==> config.mk <==
export PLATFORM = sky130hd
export DESIGN_NAME = shgb_gpio_block
export DESIGN_NICKNAME = d
export VERILOG_FILES = /design/src/core/shgb_pkg.sv /design/src/core/shgb_gpio_block.sv /design/src/core/shgb_pin_cell.sv
export SDC_FILE = /design/constraint.sdc
export NUM_CORES = 1
export LEC_CHECK = 0
export BUFFER_PORTS_ARGS = -buffer_cell sky130_fd_sc_hd__buf_2
export CAP_MARGIN = 20
export CELL_PAD_IN_SITES_DETAIL_PLACEMENT = 2
export CELL_PAD_IN_SITES_GLOBAL_PLACEMENT = 2
export CORE_MARGIN = 2
export CORE_UTILIZATION = 45
export DETAILED_ROUTE_END_ITERATION = 12
export PLACE_DENSITY = 0.94
export SYNTH_ARGS = -nofsm -noshare
export SYNTH_HDL_FRONTEND = slang
export SYNTH_SLANG_ARGS = --single-unit
==> constraint.sdc <==
create_clock -name clock -period 6.9 [get_ports clock]
set_clock_uncertainty 0.2 [all_clocks]
set_input_delay 0.69 -clock clock [delete_from_list [all_inputs] [get_ports clock]]
set_output_delay 0.69 -clock clock [all_outputs]
set_load 0.02 [all_outputs]
==> src/core/shgb_pkg.sv <==
package shgb_pkg;

  // ----------------------------------------------------------------
  // Geometry
  // ----------------------------------------------------------------
  localparam int unsigned NUM_PORTS = 4;
  localparam int unsigned PORT_W    = 8;
  localparam int unsigned NUM_PINS  = NUM_PORTS * PORT_W;
  localparam int unsigned NUM_SEG   = 2;
  localparam int unsigned CLK_MHZ   = 200;

  // ----------------------------------------------------------------
  // Slave address, command groups (cmd[7:2] group, cmd[1:0] port)
  // ----------------------------------------------------------------
  // Arbitrary upper six address bits
  localparam logic [5:0] ADDR_BASE_DEF = 6'h10;
  localparam logic [5:0] GRP_STATE     = 6'h00;
  localparam logic [5:0] GRP_LEVEL     = 6'h01;
  localparam logic [5:0] GRP_DIR       = 6'h02;
  localparam logic [5:0] GRP_OD        = 6'h03;
  localparam logic [5:0] GRP_WSTS      = 6'h04;
  localparam logic [5:0] GRP_WEN       = 6'h05;
  localparam logic [5:0] GRP_SEG       = 6'h06;

  // ----------------------------------------------------------------
  // Protocol and timing
  // ----------------------------------------------------------------
  localparam logic [2:0]  BIT_LAST     = 3'h7;
  localparam logic [1:0]  PHASE_ADDR   = 2'h0;
  localparam logic [1:0]  PHASE_CMD    = 2'h1;
  localparam logic [1:0]  PHASE_DATA   = 2'h2;
  localparam logic [2:0]  HOLD_CYC     = 3'h4;
  localparam logic [1:0]  STRAP_SETTLE = 2'h2;
  localparam logic [31:0] ZERO32       = 32'h0000_0000;

  typedef enum logic [2:0] {
    ST_IDLE   = 3'h0,
    ST_RX     = 3'h1,
    ST_RX_ACK = 3'h3,
    ST_TX     = 3'h2,
    ST_TX_ACK = 3'h6
  } shgb_state_e;

endpackage

==> src/core/shgb_gpio_block.sv <==
`timescale 1ns/1ps
`default_nettype none
module shgb_gpio_block
  import shgb_pkg::*;
#(
  parameter logic [5:0] ADDR_BASE = ADDR_BASE_DEF
)(
  input  wire logic       clock,
  input  wire logic       nrst,
  input  wire logic       smb_addr_lsb_strap,
  input  wire logic       primary_smb_clk_in,
  output logic            primary_smb_clk_out,
  output logic            primary_smb_clk_oe,
  input  wire logic       primary_smb_data_in,
  output logic            primary_smb_data_out,
  output logic            primary_smb_data_oe,
  input  wire logic       seg1_smb_clk_in,
  output logic            seg1_smb_clk_out,
  output logic            seg1_smb_clk_oe,
  input  wire logic       seg1_smb_data_in,
  output logic            seg1_smb_data_out,
  output logic            seg1_smb_data_oe,
  input  wire logic       seg2_smb_clk_in,
  output logic            seg2_smb_clk_out,
  output logic            seg2_smb_clk_oe,
  input  wire logic       seg2_smb_data_in,
  output logic            seg2_smb_data_out,
  output logic            seg2_smb_data_oe,
  output logic            smb_irq_out_n,
  output logic            smb_irq_out_n_oe,
  output logic            wake_pending,
  input  wire logic [7:0] io_port_a_in,
  output logic      [7:0] io_port_a_out,
  output logic      [7:0] io_port_a_oe,
  input  wire logic [7:0] io_port_b_in,
  output logic      [7:0] io_port_b_out,
  output logic      [7:0] io_port_b_oe,
  input  wire logic [7:0] io_port_c_in,
  output logic      [7:0] io_port_c_out,
  output logic      [7:0] io_port_c_oe,
  input  wire logic [7:0] io_port_d_in,
  output logic      [7:0] io_port_d_out,
  output logic      [7:0] io_port_d_oe
);

  logic [NUM_PINS-1:0] pin_in_vec, pin_out_vec, pin_oe_vec, pin_state, edge_vec;
  logic [NUM_PINS-1:0] level_reg, dir_reg, od_reg, wake_en_reg, wake_sts_reg, clr_vec;
  logic [1:0]          seg_join_reg;
  logic                dir_touched_reg;
  logic                strap_s1_reg, strap_s2_reg, strap_done_reg, addr_lsb_reg;
  logic [1:0]          strap_cnt_reg;
  logic [1:0]          bus_s1_reg, bus_s2_reg, bus_prev_reg;
  logic [3:0]          seg_s1_reg, seg_s2_reg, seg_in_vec, p2s_reg, s2p_reg;
  logic [1:0]          prim_oe_reg;
  logic                low_reg, irq_reg;
  shgb_state_e         st_reg;
  logic [2:0]          bit_cnt_reg;
  logic [7:0]          shreg_reg, cmd_reg, rd_byte;
  logic [1:0]          phase_reg;
  logic                rw_reg, rx_full_reg, nack_reg, sda_drv_reg;
  logic                scl, sda, scl_rise, scl_fall, start_cond, stop_cond;
  logic                addr_match, rx_done, wr_en, rd_load;
  logic [5:0]          grp;
  logic [4:0]          lane;

  // ----------------------------------------------------------------
  // Pin cells
  // ----------------------------------------------------------------
  assign pin_in_vec = {io_port_d_in, io_port_c_in, io_port_b_in, io_port_a_in};
  assign {io_port_d_out, io_port_c_out, io_port_b_out, io_port_a_out} = pin_out_vec;
  assign {io_port_d_oe, io_port_c_oe, io_port_b_oe, io_port_a_oe}     = pin_oe_vec;

  for (genvar i = 0; i < NUM_PINS; i++) begin : g_pin
    shgb_pin_cell u_cell (
      .clock      (clock),
      .nrst       (nrst),
      .pin_in     (pin_in_vec[i]),
      .dir        (dir_reg[i]),
      .open_drain (od_reg[i]),
      .level      (level_reg[i]),
      .pin_out    (pin_out_vec[i]),
      .pin_oe     (pin_oe_vec[i]),
      .state      (pin_state[i]),
      .edge_seen  (edge_vec[i])
    );
  end

  // ----------------------------------------------------------------
  // Address strap
  // ----------------------------------------------------------------
  // capture strap once after reset; weak pull-down lives in the pad
  always_ff @(posedge clock or negedge nrst) begin
    if (!nrst) begin
      strap_s1_reg   <= 1'h0;
      strap_s2_reg   <= 1'h0;
      strap_cnt_reg  <= 2'h0;
      strap_done_reg <= 1'h0;
      addr_lsb_reg   <= 1'h0;
    end else begin
      strap_s1_reg <= smb_addr_lsb_strap;
      strap_s2_reg <= strap_s1_reg;
      if (!strap_done_reg) begin
        if (strap_cnt_reg == STRAP_SETTLE) begin
          addr_lsb_reg   <= strap_s2_reg;
          strap_done_reg <= 1'h1;
        end else begin
          strap_cnt_reg <= strap_cnt_reg + 2'h1;
        end
      end
    end
  end

  // ----------------------------------------------------------------
  // Bus line sampling
  // ----------------------------------------------------------------
  // all sampling on the standby crystal clock
  assign seg_in_vec = {seg2_smb_data_in, seg2_smb_clk_in, seg1_smb_data_in, seg1_smb_clk_in};
  always_ff @(posedge clock or negedge nrst) begin
    if (!nrst) begin
      bus_s1_reg   <= 2'h3;
      bus_s2_reg   <= 2'h3;
      bus_prev_reg <= 2'h3;
      seg_s1_reg   <= 4'hF;
      seg_s2_reg   <= 4'hF;
    end else begin
      bus_s1_reg   <= {primary_smb_data_in, primary_smb_clk_in};
      bus_s2_reg   <= bus_s1_reg;
      bus_prev_reg <= bus_s2_reg;
      seg_s1_reg   <= seg_in_vec;
      seg_s2_reg   <= seg_s1_reg;
    end
  end

  assign scl        = bus_s2_reg[0];
  assign sda        = bus_s2_reg[1];
  assign scl_rise   = scl & ~bus_prev_reg[0];
  assign scl_fall   = ~scl & bus_prev_reg[0];
  assign start_cond = strap_done_reg & scl & bus_prev_reg[0] & bus_prev_reg[1] & ~sda;
  assign stop_cond  = scl & bus_prev_reg[0] & ~bus_prev_reg[1] & sda;

  // ----------------------------------------------------------------
  // SMBus slave
  // ----------------------------------------------------------------
  assign grp        = cmd_reg[7:2];
  assign lane       = {cmd_reg[1:0], 3'h0};
  assign addr_match = shreg_reg[7:1] == {ADDR_BASE, addr_lsb_reg};
  assign rx_done    = (st_reg == ST_RX) && scl_fall && rx_full_reg;
  assign wr_en      = rx_done && (phase_reg == PHASE_DATA);
  assign rd_load    = scl_fall && (((st_reg == ST_RX_ACK) && (phase_reg == PHASE_ADDR) && rw_reg)
                      || ((st_reg == ST_TX_ACK) && !nack_reg));

  always_comb begin
    rd_byte = 8'h00;
    case (grp)
      GRP_STATE: rd_byte = pin_state[lane +: PORT_W];
      GRP_LEVEL: rd_byte = level_reg[lane +: PORT_W];
      GRP_DIR:   rd_byte = dir_reg[lane +: PORT_W];
      GRP_OD:    rd_byte = od_reg[lane +: PORT_W];
      GRP_WSTS:  rd_byte = wake_sts_reg[lane +: PORT_W];
      GRP_WEN:   rd_byte = wake_en_reg[lane +: PORT_W];
      GRP_SEG:   rd_byte = (cmd_reg[1:0] == 2'h0) ? {6'h00, seg_join_reg} : 8'h00;
      default:   rd_byte = 8'h00;
    endcase
  end

  always_ff @(posedge clock or negedge nrst) begin
    if (!nrst) begin
      st_reg      <= ST_IDLE;
      bit_cnt_reg <= 3'h0;
      shreg_reg   <= 8'h00;
      cmd_reg     <= 8'h00;
      phase_reg   <= PHASE_ADDR;
      rw_reg      <= 1'h0;
      rx_full_reg <= 1'h0;
      nack_reg    <= 1'h0;
      sda_drv_reg <= 1'h0;
    end else if (start_cond) begin
      st_reg      <= ST_RX;
      bit_cnt_reg <= 3'h0;
      phase_reg   <= PHASE_ADDR;
      rx_full_reg <= 1'h0;
      sda_drv_reg <= 1'h0;
    end else if (stop_cond) begin
      st_reg      <= ST_IDLE;
      sda_drv_reg <= 1'h0;
    end else begin
      if (rd_load) begin
        shreg_reg   <= rd_byte;
        sda_drv_reg <= ~rd_byte[7];
        bit_cnt_reg <= 3'h0;
        st_reg      <= ST_TX;
        phase_reg   <= PHASE_DATA;
        cmd_reg     <= cmd_reg + 8'h01;
      end else begin
        unique case (st_reg)
          ST_IDLE: begin
          end
          ST_RX: begin
            if (scl_rise && !rx_full_reg) begin
              shreg_reg   <= {shreg_reg[6:0], sda};
              bit_cnt_reg <= bit_cnt_reg + 3'h1;
              rx_full_reg <= (bit_cnt_reg == BIT_LAST);
            end else if (rx_done) begin
              if ((phase_reg == PHASE_ADDR) && !addr_match) begin
                st_reg <= ST_IDLE;
              end else begin
                st_reg      <= ST_RX_ACK;
                sda_drv_reg <= 1'h1;
                if (phase_reg == PHASE_ADDR) rw_reg <= shreg_reg[0];
                if (phase_reg == PHASE_CMD) cmd_reg <= shreg_reg;
                if (wr_en) cmd_reg <= cmd_reg + 8'h01;
              end
            end
          end
          ST_RX_ACK: begin
            if (scl_fall) begin
              sda_drv_reg <= 1'h0;
              rx_full_reg <= 1'h0;
              bit_cnt_reg <= 3'h0;
              st_reg      <= ST_RX;
              phase_reg   <= (phase_reg == PHASE_ADDR) ? PHASE_CMD : PHASE_DATA;
            end
          end
          ST_TX: begin
            if (scl_fall) begin
              if (bit_cnt_reg == BIT_LAST) begin
                sda_drv_reg <= 1'h0;
                st_reg      <= ST_TX_ACK;
              end else begin
                bit_cnt_reg <= bit_cnt_reg + 3'h1;
                shreg_reg   <= {shreg_reg[6:0], 1'h0};
                sda_drv_reg <= ~shreg_reg[6];
              end
            end
          end
          ST_TX_ACK: begin
            if (scl_rise) nack_reg <= sda;
            if (scl_fall) st_reg <= ST_IDLE;
          end
        endcase
      end
    end
  end

  // ----------------------------------------------------------------
  // Port registers
  // ----------------------------------------------------------------
  always_ff @(posedge clock or negedge nrst) begin
    if (!nrst) begin
      level_reg       <= ZERO32;
      dir_reg         <= ZERO32;
      od_reg          <= ZERO32;
      wake_en_reg     <= ZERO32;
      seg_join_reg    <= 2'h0;
      dir_touched_reg <= 1'h0;
    end else if (wr_en) begin
      case (grp)
        GRP_LEVEL: level_reg[lane +: PORT_W] <= shreg_reg;
        GRP_DIR: begin
          dir_reg[lane +: PORT_W] <= shreg_reg;
          dir_touched_reg         <= 1'h1;
        end
        GRP_OD:  od_reg[lane +: PORT_W] <= shreg_reg;
        GRP_WEN: wake_en_reg[lane +: PORT_W] <= shreg_reg;
        GRP_SEG: if (cmd_reg[1:0] == 2'h0) seg_join_reg <= shreg_reg[1:0];
        default: begin
        end
      endcase
    end
  end

  // ----------------------------------------------------------------
  // Wake status and interrupt
  // ----------------------------------------------------------------
  always_comb begin
    clr_vec = ZERO32;
    if (wr_en && (grp == GRP_WSTS)) clr_vec[lane +: PORT_W] = shreg_reg;
  end

  always_ff @(posedge clock or negedge nrst) begin
    if (!nrst) begin
      wake_sts_reg <= ZERO32;
      irq_reg      <= 1'h0;
      low_reg      <= 1'h0;
    end else begin
      // edges set sticky status; a new edge beats a clear
      wake_sts_reg <= (wake_sts_reg & ~clr_vec) | edge_vec;
      // only ever pulls the shared line low
      irq_reg      <= |(wake_sts_reg & wake_en_reg);
      low_reg      <= 1'h0;
    end
  end

  assign smb_irq_out_n    = low_reg;
  assign smb_irq_out_n_oe = irq_reg;
  assign wake_pending     = irq_reg;

  // ----------------------------------------------------------------
  // Segment isolation
  // ----------------------------------------------------------------
  // Hold-off after each release stops the sync lag from latching the pair low
  for (genvar k = 0; k < 2 * NUM_SEG; k++) begin : g_seg
    logic [2:0] hold_reg;
    // clock and data follow one join bit
    always_ff @(posedge clock or negedge nrst) begin
      if (!nrst) begin
        p2s_reg[k] <= 1'h0;
        s2p_reg[k] <= 1'h0;
        hold_reg   <= 3'h0;
      end else if (!seg_join_reg[k / 2]) begin
        p2s_reg[k] <= 1'h0;
        s2p_reg[k] <= 1'h0;
        hold_reg   <= 3'h0;
      end else if (p2s_reg[k]) begin
        if (bus_s2_reg[k % 2]) begin
          p2s_reg[k] <= 1'h0;
          hold_reg   <= HOLD_CYC;
        end
      end else if (s2p_reg[k]) begin
        if (seg_s2_reg[k]) begin
          s2p_reg[k] <= 1'h0;
          hold_reg   <= HOLD_CYC;
        end
      end else if (hold_reg != 3'h0) begin
        hold_reg <= hold_reg - 3'h1;
      end else if (!bus_s2_reg[k % 2]) begin
        p2s_reg[k] <= 1'h1;
      end else if (!seg_s2_reg[k]) begin
        s2p_reg[k] <= 1'h1;
      end
    end
  end

  always_ff @(posedge clock or negedge nrst) begin
    if (!nrst) begin
      prim_oe_reg <= 2'h0;
    end else begin
      prim_oe_reg[0] <= s2p_reg[0] | s2p_reg[2];
      prim_oe_reg[1] <= sda_drv_reg | s2p_reg[1] | s2p_reg[3];
    end
  end

  assign primary_smb_clk_out  = low_reg;
  assign primary_smb_clk_oe   = prim_oe_reg[0];
  assign primary_smb_data_out = low_reg;
  assign primary_smb_data_oe  = prim_oe_reg[1];
  assign seg1_smb_clk_out     = low_reg;
  assign seg1_smb_clk_oe      = p2s_reg[0];
  assign seg1_smb_data_out    = low_reg;
  assign seg1_smb_data_oe     = p2s_reg[1];
  assign seg2_smb_clk_out     = low_reg;
  assign seg2_smb_clk_oe      = p2s_reg[2];
  assign seg2_smb_data_out    = low_reg;
  assign seg2_smb_data_oe     = p2s_reg[3];
endmodule // shgb_gpio_block
`default_nettype wire

==> src/core/shgb_pin_cell.sv <==
`timescale 1ns/1ps
`default_nettype none
module shgb_pin_cell
  import shgb_pkg::*;
(
  input  wire logic clock,
  input  wire logic nrst,
  input  wire logic pin_in,
  input  wire logic dir,
  input  wire logic open_drain,
  input  wire logic level,
  output logic      pin_out,
  output logic      pin_oe,
  output logic      state,
  output logic      edge_seen
);

  logic       s1_reg;
  logic       s2_reg;
  logic       s3_reg;
  logic [2:0] valid_reg;

  // ----------------------------------------------------------------
  // Input sampling
  // ----------------------------------------------------------------
  always_ff @(posedge clock or negedge nrst) begin
    if (!nrst) begin
      s1_reg    <= 1'h0;
      s2_reg    <= 1'h0;
      s3_reg    <= 1'h0;
      valid_reg <= 3'h0;
    end else begin
      s1_reg    <= pin_in;
      s2_reg    <= s1_reg;
      s3_reg    <= s2_reg;
      valid_reg <= {valid_reg[1:0], 1'h1};
    end
  end

  assign state = s2_reg;
  // either-edge detect; masked until the pipe holds real samples
  assign edge_seen = valid_reg[2] & (s2_reg ^ s3_reg);

  // ----------------------------------------------------------------
  // Pad drive
  // ----------------------------------------------------------------
  always_ff @(posedge clock or negedge nrst) begin
    if (!nrst) begin
      pin_out <= 1'h0;
      pin_oe  <= 1'h0;
    end else begin
      pin_out <= open_drain ? 1'h0 : level;
      pin_oe  <= dir & ~(open_drain & level);
    end
  end
endmodule // shgb_pin_cell
`default_nettype wire

==> flow_summary.ini <==
[run_status]
status = complete, but fails checks
failed_checks = hold timing

[cts]
path_clk_slew_ns = 0.06
clk-insertion-delay-late_ns = 0.58
ctsLongestPathBuffers = 3
cts_resized = 0
post_cts_buffers = 0
hold_buffers = 3
cts.root.buffer_cell = clkbuf_16
htree_levels = 2
cts.sinks = 396
cts_buffers = 43
cts_tree = yes

[global_route]
grt_usage_pct = 32.90
grt_first_pass_wirelength_mm = 95.14
grt_max_degree = 175
antenna_found_initial = 1
grt_pass1_vias = 14360
globalRouteOverflowTotal = 0

[power_and_ir_drop]
peakVddDrop_mv = 0.1841
p_sw_share_pct = 28.01
power_mw = 5.530
leakage_nw = 8.671
seqPwrFrac_pct = 46.1
powerDensity_mw_per_mm2 = 287.8
pwr-share-comb_pct = 10.5
p_int_mw = 3.981
p_sw_mw = 1.549
clkPwrFrac_pct = 43.3

[floorplanning]
die_w_um = 199.3
die_h_um = 199.3
core_area_mm2 = 0.03758
design.die.area_mm2 = 0.03973
rows = 71
num_io_pins = 120
initial_utilization_pct = 45.69

[drt]
drt_iter0_markers = 1544
drc = 0
ant_nets = 0
via_per_inst = 6.465
dr_total_vias = 13060
drt-wirelength-per-cell_um = 31.73
drt-total-wl_mm = 64.10
firstDrtPassIters = 7

[final_layout]
fin_area_mm2 = 0.01922
finalNonFillerCells = 2020
nets = 1536
area_growth_pct = 11.94
antennaDiodeCount = 0
drive_above_1_share_pct = 24.52

[timing]
rsz0062_at_grt = no
fin_crit_sh_pct = 60.03
max_freq_ghz = 0.2414
setup_tns_ns = 0
slew_violations = 0
relSlewSlack_pct = 29.77
setup_viol = 0
hold_ws_ns = -0.01249
tightest_slew_ns = 1.040
layout_min_cycle_time_ns = 4.142
finalHoldViolations = 6

[place]
gp_congestion = 0.9114
dp.cells = 1940
portBuffers = 112
dpl-instance-area_mm2 = 0.01774
dpl.hpwl_mm = 41.77

[critical_path]
startpoint_type = flop
arrival_ns = 4.36
required_ns = 7.12
cp_max_fo = 25
crit_type = flop to flop
critPathCaptureType = flop

[synth]
async_reset_ff_share_pct = 100.0
syn_area_mm2 = 0.01717
yosysTopAreaCell = dfrtp_1
synth.avg_cell_area_um2 = 12.08
synth-seq-cells = 396
synth_ff_type = dfrtp_1
synthCells = 1421
synth_top_cell_area_share_pct = 55.68
synth_cell_types = 74
yosys_warnings = 0
synthTopCellsByArea = dfrtp_1 (56%), mux2_2 (7.9%), buf_4 (3.2%)
synth-edff-count = 0
seq_area_frac_synth_pct = 57.82

[hold_path]
hold_class = primary input to async pin

[job]
drv_cap = 0
## kinds of logic after synthesis
logic type	Yosys count	synth area share [%]
other	2	0.04374
flip-flops	396	57.82
XOR/XNOR	36	1.836
AND/OR/NAND/NOR	360	11.01
adder cells (fa/ha/maj)	16	1.166
buffers and inverters	149	5.189
multiplexers	154	10.07
AO/OA/AOI/OAI	308	12.86
## cells in the mapped netlist, drive strengths merged (7+ instances only)
library cell and n:
nand4 13, o31ai 12, mux2 120, a21boi 34, a31oi 12, xor2 35, dfrtp 382, a22o 39
mux2i 31, nor2b 45, nand3b 8, buf 97, a22oi 25, inv 22, nor2 59, clkbuf 29
nor3b 11, nand2b 17, o311ai 7, o21ai 77, nand3 33, nand2 116, dfstp 14, a21oi 25
a221oi 29, ha 16, nor3 28
## cell type report
type	instances	area, um2
clock buffer	57	1209
fill	3610	18360
inverter	23	86.33
multi-input combinational	882	6380
tap	511	639.4
timing repair buffer	133	753.2
sequential	396	9928
clock inverter	18	222.7
## worst paths after layout
check | from | to | slack, ns | cells past startpoint
max | cmd_reg[2] | shreg_reg[1] | 2.76 | 8
max in group asynchronous | nrst | cmd_reg[3] | 5.05 | 2
min in group clock | io_port_c_in[3] | g_pin[19].u_cell.s1_reg | 0.02 | 1
min reg2reg | g_pin[3].u_cell.s1_reg | g_pin[3].u_cell.state | 0.15 | 0
max reg2reg | cmd_reg[2] | shreg_reg[1] | 2.76 | 8
min | nrst | g_pin[11].u_cell.s1_reg | -0.01 | 1
## cells in the final DEF, fill, tap and decap left out, drive strengths merged, types with 7 or more instances in the layout
cell type  synthesis  final
a21oi             25     25
dfrtp            382    382
nor3              28     28
a31oi             12     12
nand2            116    116
o21ai             77     77
nand4             13     13
o311ai             7      7
nor2              59     59
clkbuf            29     58
a21boi            34     34
dfstp             14     14
a22o              39     39
nor3b             11     11
xor2              35     35
o31ai             12     12
mux2             120    120
mux2i             31     31
buf               97    129
conb               2      8
nor2b             45     45
a221oi            29     29
ha                16     16
inv               22     23
nand2b            17     17
clkinv             1     13
nand3             33     33
nand3b             8      8
a22oi             25     25
## worst max-delay path, stage by stage, from the launching register on
cell	delay [ns]
dfrtp_1	0.94
buf_4	0.60
nor4_2	0.17
buf_4	0.20
and3_1	0.18
a2111oi_0	0.78
a21oi_1	0.23
o211ai_1	0.49
a31oi_1	0.19
## through the flow
step	utilization, %	worst slack, ns
after floorplan	-	4.160
after global placement	47.20	3.396
after detailed placement	47.20	3.126
after CTS	51.09	2.989
after global routing	51.14	2.784
final	51.14	2.758
## metal layers
layer | vias up | track usage (%) | wire length, um | part of all wire, %
met5 | - | 0 | 0 | 0
met4 | 0 | 16.95 | 3730 | 5.8
met3 | 282 | 6.937 | 4853 | 7.6
met2 | 792 | 57.59 | 32230 | 50
met1 | 6823 | 38.07 | 23290 | 36
li1 | 5162 | - | - | -
## power by group through the flow
stage                     sequential, mW  combinational [mW]  clock, mW
after CTS                           2.54               0.560       2.43
after global placement              2.57               0.503          0
after floorplan                     2.49               0.352          0
after global routing                2.55               0.609       2.52
final                               2.55               0.583       2.40
after detailed placement            2.58               0.539          0
Note: power is estimated with default switching activity, not from simulation.
